File: src/pfc_pkg.sv
// Constants for the PFC start-up and line configuration block.
// Assumes a 10 MHz system clock and byte-wide register port.
package pfc_pkg;
  // ----------------------------------------
  // Register offsets
  // ----------------------------------------
  localparam logic [15:0] PFC_ADDR_LINE_PERIOD_LOWER = 16'hfe27;
  localparam logic [15:0] PFC_ADDR_LINE_PERIOD_UPPER = 16'hfe28;
  localparam logic [15:0] PFC_ADDR_LOW_LINE_GAIN     = 16'hfe29;
  localparam logic [15:0] PFC_ADDR_LOW_LINE_ZERO     = 16'hfe2a;
  localparam logic [15:0] PFC_ADDR_HIGH_LINE_GAIN    = 16'hfe2b;
  localparam logic [15:0] PFC_ADDR_HIGH_LINE_ZERO    = 16'hfe2c;
  localparam logic [15:0] PFC_ADDR_RAMP_TIMING       = 16'hfe2d;
  localparam logic [15:0] PFC_ADDR_SURGE_TIMING      = 16'hfe2e;
  // ----------------------------------------
  // Field masks and reset values
  // ----------------------------------------
  localparam logic [7:0] PFC_RAMP_MASK   = 8'h3f;
  localparam logic [7:0] PFC_SURGE_MASK  = 8'h1f;
  localparam logic [7:0] PFC_RESET_VALUE = 8'h00;
  localparam int         PFC_SS_DELAY_LSB = 3;
  localparam int         PFC_VLOW_SEL_LSB = 3;
  // ----------------------------------------
  // Timing
  // ----------------------------------------
  localparam real        PFC_CLK_MHZ      = 10.0;
  localparam real        PFC_PERIOD_LSB_US = 163.84;
  localparam int         PFC_MS_US        = 1000;
  localparam int         PFC_MS_CYCLES    = int'(PFC_MS_US * PFC_CLK_MHZ);
  localparam logic [9:0] PFC_VLOW_2MS     = 10'h002;
  localparam logic [9:0] PFC_VLOW_4MS     = 10'h004;
  // Soft-start ramp lengths in ms, per code
  localparam logic [9:0] PFC_RAMP_MS [8] = '{10'h070, 10'h0a8, 10'h0e0, 10'h118,
                                              10'h188, 10'h1f8, 10'h268, 10'h2d8};
  // ----------------------------------------
  // Start-up states
  // ----------------------------------------
  typedef enum logic [2:0] {
    PFC_ST_OFF        = 3'b000,
    PFC_ST_SURGE_WAIT = 3'b001,
    PFC_ST_RAMP_WAIT  = 3'b010,
    PFC_ST_RAMP       = 3'b011,
    PFC_ST_RUN        = 3'b100
  } pfc_state_t;
endpackage

File: src/pfc_dly_if.sv
// Carrier between start-up sequencer and line-cycle delay counter.
// Assumes both ends run on clk_sys.
`timescale 1ns/1ns
interface pfc_dly_if;
  logic       start;
  logic [2:0] cycles;
  logic       tick;
  logic       done;
  modport owner (output start, output cycles, output tick, input done);
  modport timer (input start, input cycles, input tick, output done);
endinterface

File: src/pfc_cycle_delay.sv
// Counts a given number of full ac line cycles after a start pulse.
// Assumes tick is a one-cycle pulse per full line cycle.
`timescale 1ns/1ns
module pfc_cycle_delay (
  // Clock and reset
  input  wire logic clk_sys,
  input  wire logic arst_n,
  // Sequencer side
  pfc_dly_if.timer  dly
);
  logic [2:0] left_q;
  logic       busy_q;

  // Load on start, count down on each line cycle
  always_ff @(posedge clk_sys or negedge arst_n) begin
    if (!arst_n) begin
      left_q <= 3'h0;
      busy_q <= 1'b0;
    end else if (dly.start) begin
      left_q <= dly.cycles;
      busy_q <= 1'b1;
    end else if (busy_q && left_q == 3'h0) begin
      busy_q <= 1'b0;
    end else if (busy_q && dly.tick) begin
      left_q <= left_q - 3'h1;
    end
  end

  // Done when the count has run out
  assign dly.done = busy_q && (left_q == 3'h0);
endmodule // pfc_cycle_delay

File: src/pfc_startup_line_config.sv
// Start-up sequencing and line configuration registers of a PFC controller.
// Assumes line ticks and measurements are synchronous to clk_sys.
// Function
// - Hold an 8-bit upper line period limit in 163.84 us steps.
// - Hold an 8-bit lower line period limit in the same steps, bounding the valid window.
// - On low line use a dedicated 8-bit current-loop gain and zero.
// - On high line use a separate 8-bit current-loop gain and zero.
// - Pick the high-line pair when input voltage is above the high-line threshold.
// - Wait 0 to 7 full line cycles after inrush asserts before soft start.
// - Run soft start for 112, 168, 224, 280, 392, 504, 616 or 728 ms per code.
// - Time the input-low flag over a quarter cycle, half cycle, 2 ms or 4 ms.
// - Assert inrush 0 to 7 full line cycles after undervoltage clears.
`timescale 1ns/1ns
module pfc_startup_line_config #(
  parameter int MS_CYCLES = pfc_pkg::PFC_MS_CYCLES
) (
  // Clock and reset
  input  wire logic       clk_sys,
  input  wire logic       arst_n,
  // Register port
  input  wire logic [15:0] reg_addr,
  input  wire logic        reg_wr,
  input  wire logic        reg_rd,
  input  wire logic [7:0]  reg_wdata,
  output logic      [7:0]  reg_rdata,
  // Line measurements
  input  wire logic        line_cycle_tick,
  input  wire logic        line_quarter_tick,
  input  wire logic [7:0]  line_period_meas,
  input  wire logic [7:0]  vin_level,
  input  wire logic [7:0]  high_line_threshold,
  input  wire logic        line_undervoltage_flag,
  input  wire logic        vin_below_limit,
  // Status and control outputs
  output logic             line_period_valid,
  output logic             high_line_sel,
  output logic      [7:0]  current_gain,
  output logic      [7:0]  current_zero,
  output logic             input_voltage_low_flag,
  output logic             inrush_active,
  output logic             soft_start_active,
  output logic             startup_done
);
  // ----------------------------------------
  // Registers
  // ----------------------------------------
  logic [7:0] lower_q, upper_q, lo_gain_q, lo_zero_q, hi_gain_q, hi_zero_q, ramp_q, surge_q;

  // Register writes
  always_ff @(posedge clk_sys or negedge arst_n) begin
    if (!arst_n) begin
      lower_q   <= pfc_pkg::PFC_RESET_VALUE;
      upper_q   <= pfc_pkg::PFC_RESET_VALUE;
      lo_gain_q <= pfc_pkg::PFC_RESET_VALUE;
      lo_zero_q <= pfc_pkg::PFC_RESET_VALUE;
      hi_gain_q <= pfc_pkg::PFC_RESET_VALUE;
      hi_zero_q <= pfc_pkg::PFC_RESET_VALUE;
      ramp_q    <= pfc_pkg::PFC_RESET_VALUE;
      surge_q   <= pfc_pkg::PFC_RESET_VALUE;
    end else if (reg_wr) begin
      if (reg_addr == pfc_pkg::PFC_ADDR_LINE_PERIOD_LOWER) begin
        lower_q <= reg_wdata;
      end else if (reg_addr == pfc_pkg::PFC_ADDR_LINE_PERIOD_UPPER) begin
        upper_q <= reg_wdata;
      end else if (reg_addr == pfc_pkg::PFC_ADDR_LOW_LINE_GAIN) begin
        lo_gain_q <= reg_wdata;
      end else if (reg_addr == pfc_pkg::PFC_ADDR_LOW_LINE_ZERO) begin
        lo_zero_q <= reg_wdata;
      end else if (reg_addr == pfc_pkg::PFC_ADDR_HIGH_LINE_GAIN) begin
        hi_gain_q <= reg_wdata;
      end else if (reg_addr == pfc_pkg::PFC_ADDR_HIGH_LINE_ZERO) begin
        hi_zero_q <= reg_wdata;
      end else if (reg_addr == pfc_pkg::PFC_ADDR_RAMP_TIMING) begin
        ramp_q <= reg_wdata & pfc_pkg::PFC_RAMP_MASK;
      end else if (reg_addr == pfc_pkg::PFC_ADDR_SURGE_TIMING) begin
        surge_q <= reg_wdata & pfc_pkg::PFC_SURGE_MASK;
      end
    end
  end

  // Register reads, one cycle after the strobe; unmapped reads zero
  always_ff @(posedge clk_sys or negedge arst_n) begin
    if (!arst_n) begin
      reg_rdata <= 8'h00;
    end else if (reg_rd) begin
      if (reg_addr == pfc_pkg::PFC_ADDR_LINE_PERIOD_LOWER) begin
        reg_rdata <= lower_q;
      end else if (reg_addr == pfc_pkg::PFC_ADDR_LINE_PERIOD_UPPER) begin
        reg_rdata <= upper_q;
      end else if (reg_addr == pfc_pkg::PFC_ADDR_LOW_LINE_GAIN) begin
        reg_rdata <= lo_gain_q;
      end else if (reg_addr == pfc_pkg::PFC_ADDR_LOW_LINE_ZERO) begin
        reg_rdata <= lo_zero_q;
      end else if (reg_addr == pfc_pkg::PFC_ADDR_HIGH_LINE_GAIN) begin
        reg_rdata <= hi_gain_q;
      end else if (reg_addr == pfc_pkg::PFC_ADDR_HIGH_LINE_ZERO) begin
        reg_rdata <= hi_zero_q;
      end else if (reg_addr == pfc_pkg::PFC_ADDR_RAMP_TIMING) begin
        reg_rdata <= ramp_q & pfc_pkg::PFC_RAMP_MASK;
      end else if (reg_addr == pfc_pkg::PFC_ADDR_SURGE_TIMING) begin
        reg_rdata <= surge_q & pfc_pkg::PFC_SURGE_MASK;
      end else begin
        reg_rdata <= 8'h00;
      end
    end
  end

  // ----------------------------------------
  // Line window and coefficient selection
  // ----------------------------------------
  // Period inside the programmed window, both in 163.84 us steps
  always_ff @(posedge clk_sys or negedge arst_n) begin
    if (!arst_n) begin
      line_period_valid <= 1'b0;
    end else begin
      line_period_valid <= (line_period_meas >= lower_q) && (line_period_meas <= upper_q);
    end
  end

  // Gain and zero pair for the present line range
  always_ff @(posedge clk_sys or negedge arst_n) begin
    if (!arst_n) begin
      high_line_sel <= 1'b0;
      current_gain  <= 8'h00;
      current_zero  <= 8'h00;
    end else if (vin_level > high_line_threshold) begin
      high_line_sel <= 1'b1;
      current_gain  <= hi_gain_q;
      current_zero  <= hi_zero_q;
    end else begin
      high_line_sel <= 1'b0;
      current_gain  <= lo_gain_q;
      current_zero  <= lo_zero_q;
    end
  end

  // ----------------------------------------
  // Millisecond enable
  // ----------------------------------------
  logic [23:0] ms_div_q;
  logic        ms_tick;

  // Divider of clk_sys down to 1 ms
  always_ff @(posedge clk_sys or negedge arst_n) begin
    if (!arst_n) begin
      ms_div_q <= 24'h000000;
    end else if (ms_tick) begin
      ms_div_q <= 24'h000000;
    end else begin
      ms_div_q <= ms_div_q + 24'h000001;
    end
  end
  assign ms_tick = (ms_div_q == 24'(MS_CYCLES - 1));

  // ----------------------------------------
  // Input-low measurement timer
  // ----------------------------------------
  logic [9:0] vlow_cnt_q;
  logic [1:0] vlow_sel;
  logic       vlow_step;
  logic [9:0] vlow_goal;

  // Step source and length per selection
  assign vlow_sel = surge_q[pfc_pkg::PFC_VLOW_SEL_LSB +: 2];
  always_comb begin
    vlow_step = line_quarter_tick;
    vlow_goal = 10'h001;
    case (vlow_sel)
      2'h0: begin vlow_step = line_quarter_tick; vlow_goal = 10'h001; end
      2'h1: begin vlow_step = line_quarter_tick; vlow_goal = 10'h002; end
      2'h2: begin vlow_step = ms_tick; vlow_goal = pfc_pkg::PFC_VLOW_2MS; end
      default: begin vlow_step = ms_tick; vlow_goal = pfc_pkg::PFC_VLOW_4MS; end
    endcase
  end

  // Flag once the input has stayed low for the whole interval
  always_ff @(posedge clk_sys or negedge arst_n) begin
    if (!arst_n) begin
      vlow_cnt_q             <= 10'h000;
      input_voltage_low_flag <= 1'b0;
    end else if (!vin_below_limit) begin
      vlow_cnt_q             <= 10'h000;
      input_voltage_low_flag <= 1'b0;
    end else if (vlow_cnt_q >= vlow_goal) begin
      input_voltage_low_flag <= 1'b1;
    end else if (vlow_step) begin
      vlow_cnt_q <= vlow_cnt_q + 10'h001;
    end
  end

  // ----------------------------------------
  // Start-up sequence
  // ----------------------------------------
  pfc_dly_if dly ();
  pfc_pkg::pfc_state_t state_q;
  logic [9:0] ramp_ms_q;
  logic       uv_prev_q;

  pfc_cycle_delay u_delay (
    .clk_sys (clk_sys),
    .arst_n  (arst_n),
    .dly     (dly)
  );

  // Delay requests on leaving undervoltage and on inrush
  assign dly.tick   = line_cycle_tick;
  assign dly.start  = (state_q == pfc_pkg::PFC_ST_OFF && !line_undervoltage_flag) ||
                      (state_q == pfc_pkg::PFC_ST_SURGE_WAIT && dly.done && !line_undervoltage_flag);
  assign dly.cycles = (state_q == pfc_pkg::PFC_ST_OFF) ? surge_q[2:0] :
                      ramp_q[pfc_pkg::PFC_SS_DELAY_LSB +: 3];

  // Sequencer, back to off whenever undervoltage returns
  always_ff @(posedge clk_sys or negedge arst_n) begin
    if (!arst_n) begin
      state_q   <= pfc_pkg::PFC_ST_OFF;
      ramp_ms_q <= 10'h000;
    end else if (line_undervoltage_flag) begin
      state_q   <= pfc_pkg::PFC_ST_OFF;
      ramp_ms_q <= 10'h000;
    end else begin
      case (state_q)
        pfc_pkg::PFC_ST_OFF: begin
          state_q <= pfc_pkg::PFC_ST_SURGE_WAIT;
        end
        pfc_pkg::PFC_ST_SURGE_WAIT: begin
          if (dly.done) begin
            state_q <= pfc_pkg::PFC_ST_RAMP_WAIT;
          end
        end
        pfc_pkg::PFC_ST_RAMP_WAIT: begin
          if (dly.done) begin
            state_q   <= pfc_pkg::PFC_ST_RAMP;
            ramp_ms_q <= 10'h000;
          end
        end
        pfc_pkg::PFC_ST_RAMP: begin
          if (ramp_ms_q >= pfc_pkg::PFC_RAMP_MS[ramp_q[2:0]]) begin
            state_q <= pfc_pkg::PFC_ST_RUN;
          end else if (ms_tick) begin
            ramp_ms_q <= ramp_ms_q + 10'h001;
          end
        end
        default: begin
          state_q <= pfc_pkg::PFC_ST_RUN;
        end
      endcase
    end
  end

  // Undervoltage edge history
  always_ff @(posedge clk_sys or negedge arst_n) begin
    if (!arst_n) begin
      uv_prev_q <= 1'b1;
    end else begin
      uv_prev_q <= line_undervoltage_flag;
    end
  end

  // Sequence outputs
  always_ff @(posedge clk_sys or negedge arst_n) begin
    if (!arst_n) begin
      inrush_active     <= 1'b0;
      soft_start_active <= 1'b0;
      startup_done      <= 1'b0;
    end else begin
      inrush_active     <= !line_undervoltage_flag && !uv_prev_q && state_q != pfc_pkg::PFC_ST_OFF &&
                           !(state_q == pfc_pkg::PFC_ST_SURGE_WAIT && !dly.done);
      soft_start_active <= !line_undervoltage_flag && state_q == pfc_pkg::PFC_ST_RAMP &&
                           ramp_ms_q < pfc_pkg::PFC_RAMP_MS[ramp_q[2:0]];
      startup_done      <= !line_undervoltage_flag && state_q == pfc_pkg::PFC_ST_RUN;
    end
  end
endmodule // pfc_startup_line_config

File: config.mk
export PLATFORM = sky130hd
export DESIGN_NAME = pfc_startup_line_config
export DESIGN_NICKNAME = d
export VERILOG_FILES = /design/src/pfc_pkg.sv /design/src/pfc_dly_if.sv /design/src/pfc_cycle_delay.sv /design/src/pfc_startup_line_config.sv
export SDC_FILE = /design/constraint.sdc
export NUM_CORES = 1
export LEC_CHECK = 0
export ABC_AREA = 1
export BUFFER_PORTS_ARGS = -buffer_cell sky130_fd_sc_hd__buf_2
export CORE_ASPECT_RATIO = 1.1
export CORE_MARGIN = 5
export CORE_UTILIZATION = 40
export DETAILED_ROUTE_END_ITERATION = 10
export HOLD_SLACK_MARGIN = 0.08
export PLACE_DENSITY = 0.68
export SETUP_SLACK_MARGIN = 0.1
export SYNTH_ARGS = -nofsm -noshare
export SYNTH_HDL_FRONTEND = slang
export SYNTH_SLANG_ARGS = --single-unit
export TNS_END_PERCENT = 5
File: constraint.sdc
create_clock -name clk_sys -period 2.2 [get_ports clk_sys]
set_input_delay 0.44 -clock clk_sys [delete_from_list [all_inputs] [get_ports clk_sys]]
set_output_delay 0.44 -clock clk_sys [all_outputs]
set_load 0.01 [all_outputs]
# After elaboration in Yosys (flattened, before gate mapping)
# Memory sizes are Yosys's and may differ from the RTL's.
# Index checks and enable logic that the tools add are counted.
[word_totals]
ff_bits = 141
romBits = 80
inputBits = 56
output_inout_bits = 30
word_cells = 144
n_memories = 1
[op_classes]
add_sub_neg = 4
order_cmp = 7
n_eq_ne = 24
mux = 37
n_bitwise = 8
n_reduce_logical = 39
[memory_table]
columns = ["name", "depth", "width", "read_ports", "rd_ports_with_merged_regs", "wr", "line", "text"]
rows = [
  ["(name not given)", 8, 10, 1, 0, 0, "pfc_startup_line_config.sv:269", "ramp_ms_q < pfc_pkg::PFC_RAMP_MS[ramp_q[2:0]];"],
]
[op_table]
columns = ["operator", "count"]
rows = [
  ["== test 16 bit, second input constant", 8],
  ["two-way mux 10 bit", 9],
  ["two-way mux 8 bit", 8],
  ["adder 24 x 1 -> 24 bit, second input constant", 1],
  ["== test 24 x 14 -> 1 bit, second input constant", 1],
  ["two-way mux 24 bit", 1],
  ["two-way mux 3 bit", 8],
  ["adder 10 x 1 -> 10 bit, second input constant", 2],
  [">= comparator 10 bit", 2],
  ["one-hot mux 10 bit (2 select lines)", 1],
  ["!= test 3 bit, second input constant", 5],
  ["logical AND 1 bit", 13],
  ["one-hot mux 3 bit (4 select lines)", 1],
  ["< comparator 10 bit", 1],
  ["AND reduction 9 bit", 1],
  [">= comparator 8 bit", 1],
  ["greater-than comparator 8 bit", 1],
  ["less-or-equal comparator 8 bit", 1],
  ["AND reduction 4 bit", 2],
  ["AND reduction 8 bit", 1],
  ["NOT 1 bit", 7],
  ["AND reduction 7 bit", 1],
  ["== test 3 x 2 -> 1 bit, second input constant", 2],
  ["logical NOT 3 bit", 2],
  ["other kinds (23)", 39],
]

# Logic depth before layout (Yosys ltp)
[depth]
word_depth = 9
mapped_depth = 15
ltp_nobuf = 14

# By module
# From an unflattened synthesis, not the netlist that was laid out.
[unflattened]
cells_unflattened = 993
hier_area_um2 = 8035.2
[modules_own_cells]
columns = ["mod", "n_inst", "cells_per_inst", "area_per_inst_um2", "seq_area_each_um2"]
rows = [
  ["pfc_startup_line_config", 1, 958, 7763.7, 3429.5],
  ["pfc_cycle_delay", 1, 35, 271.5, 100.1],
]

# Worst setup path before layout
# Ideal clock, no wire load.
[synth_path]
path_type = "register to register"
startpoint = "register ramp_q[0]"
endpoint = "register ramp_ms_q[8]"
setup_time_ns = 0.117
arrival_ns = 2.054
required_time_ns = 2.083
slack_ns = 0.030
path_stages_with_launch = 14
path_buffers = 1
synth_period_minus_slack_ns = 2.170
path_cell_list = "dfrtp_1 > inv_1 > ha_1 > nor2_1 > a21oi_1 > ha_1 > nand2_1 > nor3_1 > nor2_1 > nand4_4 > nand2_4 > buf_6 > nand2_1 > nand2_1"
[synth_via]
elab_chain_cells = 7
[synth_rtl]
columns = ["element", "line", "text"]
rows = [
  ["from (decl)", "pfc_startup_line_config.sv:47", "logic [7:0] lower_q, upper_q, lo_gain_q, lo_zero_q, hi_gain_q, hi_zero_q, ramp_q, surge_q;"],
  ["from (signal assigned)", "pfc_startup_line_config.sv:58", "ramp_q <= pfc_pkg::PFC_RESET_VALUE;"],
  ["from (signal assigned)", "pfc_startup_line_config.sv:74", "ramp_q <= reg_wdata & pfc_pkg::PFC_RAMP_MASK;"],
  ["NOT 3 -> 4 bit (implied by the code)", "pfc_startup_line_config.sv:237", "if (ramp_ms_q >= pfc_pkg::PFC_RAMP_MS[ramp_q[2:0]]) begin"],
  ["memory (8 x 10 bit)", "-", ""],
  ["two-way mux 10 bit (2 in series)", "-", ""],
  [">= comparator 10 bit", "pfc_startup_line_config.sv:237", ""],
  ["!= test 3 bit (no source line)", "-", ""],
  ["AND reduction 4 bit (no source line)", "-", ""],
  ["to (signal assigned)", "pfc_startup_line_config.sv:240", "ramp_ms_q <= ramp_ms_q + 10'h001;"],
  ["to (decl)", "pfc_startup_line_config.sv:196", "logic [9:0] ramp_ms_q;"],
]
# No other way between the ends. The select of a mux whose other input is x is not followed.
# A chain may end at the register's enable or synchronous reset.

# Final worst setup path
[layout_path]
startpoint = "register ramp_q[1]"
endpoint = "register ramp_ms_q[1]"
# The elaborated chain is that of the path after synthesis.

==> flow_summary.toml <==
[sta]
finalMaxSlewViolations = 0
final-setup-viol-count = 0
period_needed_ns = 2.15
clock_skew_ns = 0.00736
rsz0062_at_grt = "yes"
relSlewSlack_pct = 60.7
max_freq_ghz = 0.464
hold_violations = 0
tightest_slew_ns = 0.590
post-route-period-util_pct = 97.9
fin_ws_ns = 0.0453
setup_tns_ns = 0

[global_route]
grt_usage_pct = 17.1
grt_first_pass_wirelength_mm = 31.0
grt_pass1_vias = 6465
antenna_found_initial = 0
grt_overflow = 0
grt_max_degree = 61

[cells_and_area]
fillers = 1885
largest_register_ff_count = 24
final_common_cell = "nand2_1"
regMostFlops = "ms_div_q"
nNetsFinal = 1229
syn_to_final_growth_pct = 20.0
final_core_util_pct = 48.3
layout_common_cells = "256 x nand2_1, 166 x inv_1, 139 x dfrtp_1"
final_cells = 1390
top_regs = "ms_div_q: 24 flops, ramp_ms_q: 10 flops, vlow_cnt_q: 10 flops"
diodes = 0
drive_gt1_share_pct = 17.5

[critical_path]
criticalPathCategory = "flip-flop to flip-flop"
start_kind = "flip-flop"
cp_slowest_stage_delay_ns = 0.39
ff2ff_setup_slack_ns = 0.05
reg2reg_to = "ramp_ms_q[1]"
cp_max_fo = 3
rr_worst_depth = 12
crit_required_ns = 2.56
slowest_stage = "dfrtp_1"
worstPathArrival_ns = 2.51
crit_chain = "inv_1 > ha_4 > o21ai_1 > ha_1 > a21oi_2 > o21a_1 > nand2_2 > nor2_4 > buf_4 > buf_4 > nand4_1 > o21ai_1"
r2r_start = "ramp_q[1]"
cp-end-kind = "flip-flop"

[pwr]
leakage_uw = 0.00494
ir_worst_vdd_mv = 0.528
swShare_pct = 27.8
intPower_uw = 4730
power_frac_seq_pct = 42.3
clkPwrFrac_pct = 43.5
p_total_uw = 6550
power.density_nw_per_um2 = 690
power_frac_comb_pct = 14.1
switchingPower_uw = 1820

[routing]
vias = 6813
wl_per_cell_um = 13.7
first_pass_iters = 5
ant_nets = 0
via_per_inst = 4.90
drc_errors = 0
drtIter0Drc = 443
drt_wl_total_mm = 19.0

[worst_hold_path]
hold_start = "line_undervoltage_flag"
whs_path_depth = 1
holdPathEnd = "uv_prev_q"
hold_class = "input port to flip-flop"

[floorplanning]
rows = 54
initial_core_util_pct = 40.3
die_h_um = 158
die_w_um = 144
dieArea_um2 = 22700
fp.coreArea_um2 = 19700
pin_count = 86

[logic_synthesis]
synthTopCellsByArea = "dfrtp_1 44%, nand2_1 12%, inv_1 8.0%"
synth_cell_type_count = 47
async_flop_share_pct = 100
synth_top_area_share_pct = 44.3
syn_area_um2 = 7920
ys.flop_type = "dfrtp_1"
yosysSeqAreaShare_pct = 44.6
yosysWarnings = 0
syn-instance-count = 1014
synth_area_per_cell_um2 = 7.81
yosys_register_bits = 141
synth_edf_count = 0
synth_nets = 1118
synth_top_area_cell = "dfrtp_1"

[clock_tree]
clk_pin_slew_ns = 0.06
tritoncts = "built"
cts-htree-levels = 4
cts_root_buf = "clkbuf_16"
ctsLongestPathBuffers = 2
clock-sinks = 141
clk_latency_ns = 0.43
numCtsBuffers = 17

[run_status]
status = "finished clean"

[place]
numPortBuffers = 85
hpwlAfterDp_mm = 14.7
dp_cells = 1350
gp_congestion = 0.902
detailedPlace.worstSlack_ns = -0.113

[flow_run]
cap_violations = 0
-- timing repair --
item	4_1_cts	5_1_grt
endpoints found under the hold margin	57	0
pin swaps	3	14
setup buffers	3	4
resized for setup	8	30
hold buffers	1	0
setup endpoints to repair	14	19
-- final cells by class --
type | count | area [µm²] | area share, %
Inverter | 174 | 653 | 6.88
Timing Repair Buffer | 108 | 677 | 7.13
Multi-Input combinational cell | 683 | 3740 | 39.4
Clock buffer | 20 | 447 | 4.70
Clock inverter | 12 | 136 | 1.44
Sequential cell | 141 | 3530 | 37.2
Tap cell | 252 | 315 | 3.32
-- synthesized netlist by cell type, types with 3 or more instances --
cell type,instances
nor2_2,8
buf_2,5
nand3_1,49
inv_2,4
o21ai_0,88
ha_1,48
nor3_1,21
dfrtp_1,140
nand4_1,18
a21oi_1,28
nor4_1,7
nand2_1,263
inv_1,169
nand2_2,5
nor3_2,3
buf_6,3
xnor2_1,4
a31oi_1,4
xor2_1,15
nor2_1,75
o21ai_1,17
nor2_4,3
clkbuf_1,6
-- worst max-delay path: cells and delay by family (launching register included) --
family | cells | cell delay [ns]
compound gates | 4 | 0.57
fa+ha+maj | 2 | 0.50
buf+inv | 3 | 0.31
flops | 1 | 0.39
simple gates | 3 | 0.31
-- routing by layer --
metal,GRT usage (%),up-vias,share of wire [%]
li1,-,3465,-
met1,22.8,3181,45
met2,27.9,139,48
met3,3.86,28,4.6
met4,4.98,0,1.8
met5,0,-,0
-- kinds of logic (layout without fill, tap and decap cells) --
| family | count (synthesis) | in the layout | synth area share, % |
|---|---|---|---|
| AOI/OAI and AO/OA | 149 | 149 | 9.94 |
| xor gates and xnor gates | 19 | 19 | 2.10 |
| adders and majority gates | 48 | 48 | 7.59 |
| buffers and inverters | 190 | 314 | 9.47 |
| DFF | 141 | 141 | 44.6 |
| muxes | 2 | 2 | 0.253 |
| and+or+nand+nor | 465 | 465 | 26.1 |
-- how the worst max path moves through the flow --
stage | start | endpoint | slack (ns) | cells past startpoint
finish | ramp_q[1] | ramp_ms_q[1] | 0.05 | 12
detailed placement | ramp_q[1] | state_q[0] | -0.11 | 12
global placement | ramp_q[1] | state_q[0] | -0.01 | 12
floorplan | ramp_q[0] | state_q[0] | 0.08 | 12
CTS | ramp_q[0] | state_q[1] | 0.07 | 12
global route | ramp_q[1] | state_q[1] | -0.03 | 12
-- per-stage QoR --
| stage | area (µm²) | hold WS, ns |
|---|---|---|
| global route | 9500 | 0.214 |
| detailed placement | 8730 | 0.452 |
| global placement | 8730 | 0.442 |
| floorplan | 7920 | 0.144 |
| CTS | 9380 | 0.212 |
| finish | 9500 | 0.219 |
-- power groups by stage --
stage / clock network, µW / registers [µW] / logic, µW
floorplan: 0 / 2810 / 582
global placement: 0 / 2810 / 873
detailed placement: 0 / 2820 / 901
CTS: 2900 / 2770 / 913
global route: 3000 / 2780 / 1080
finish: 2850 / 2770 / 926
No activity file was read; power rests on OpenSTA's default activity.
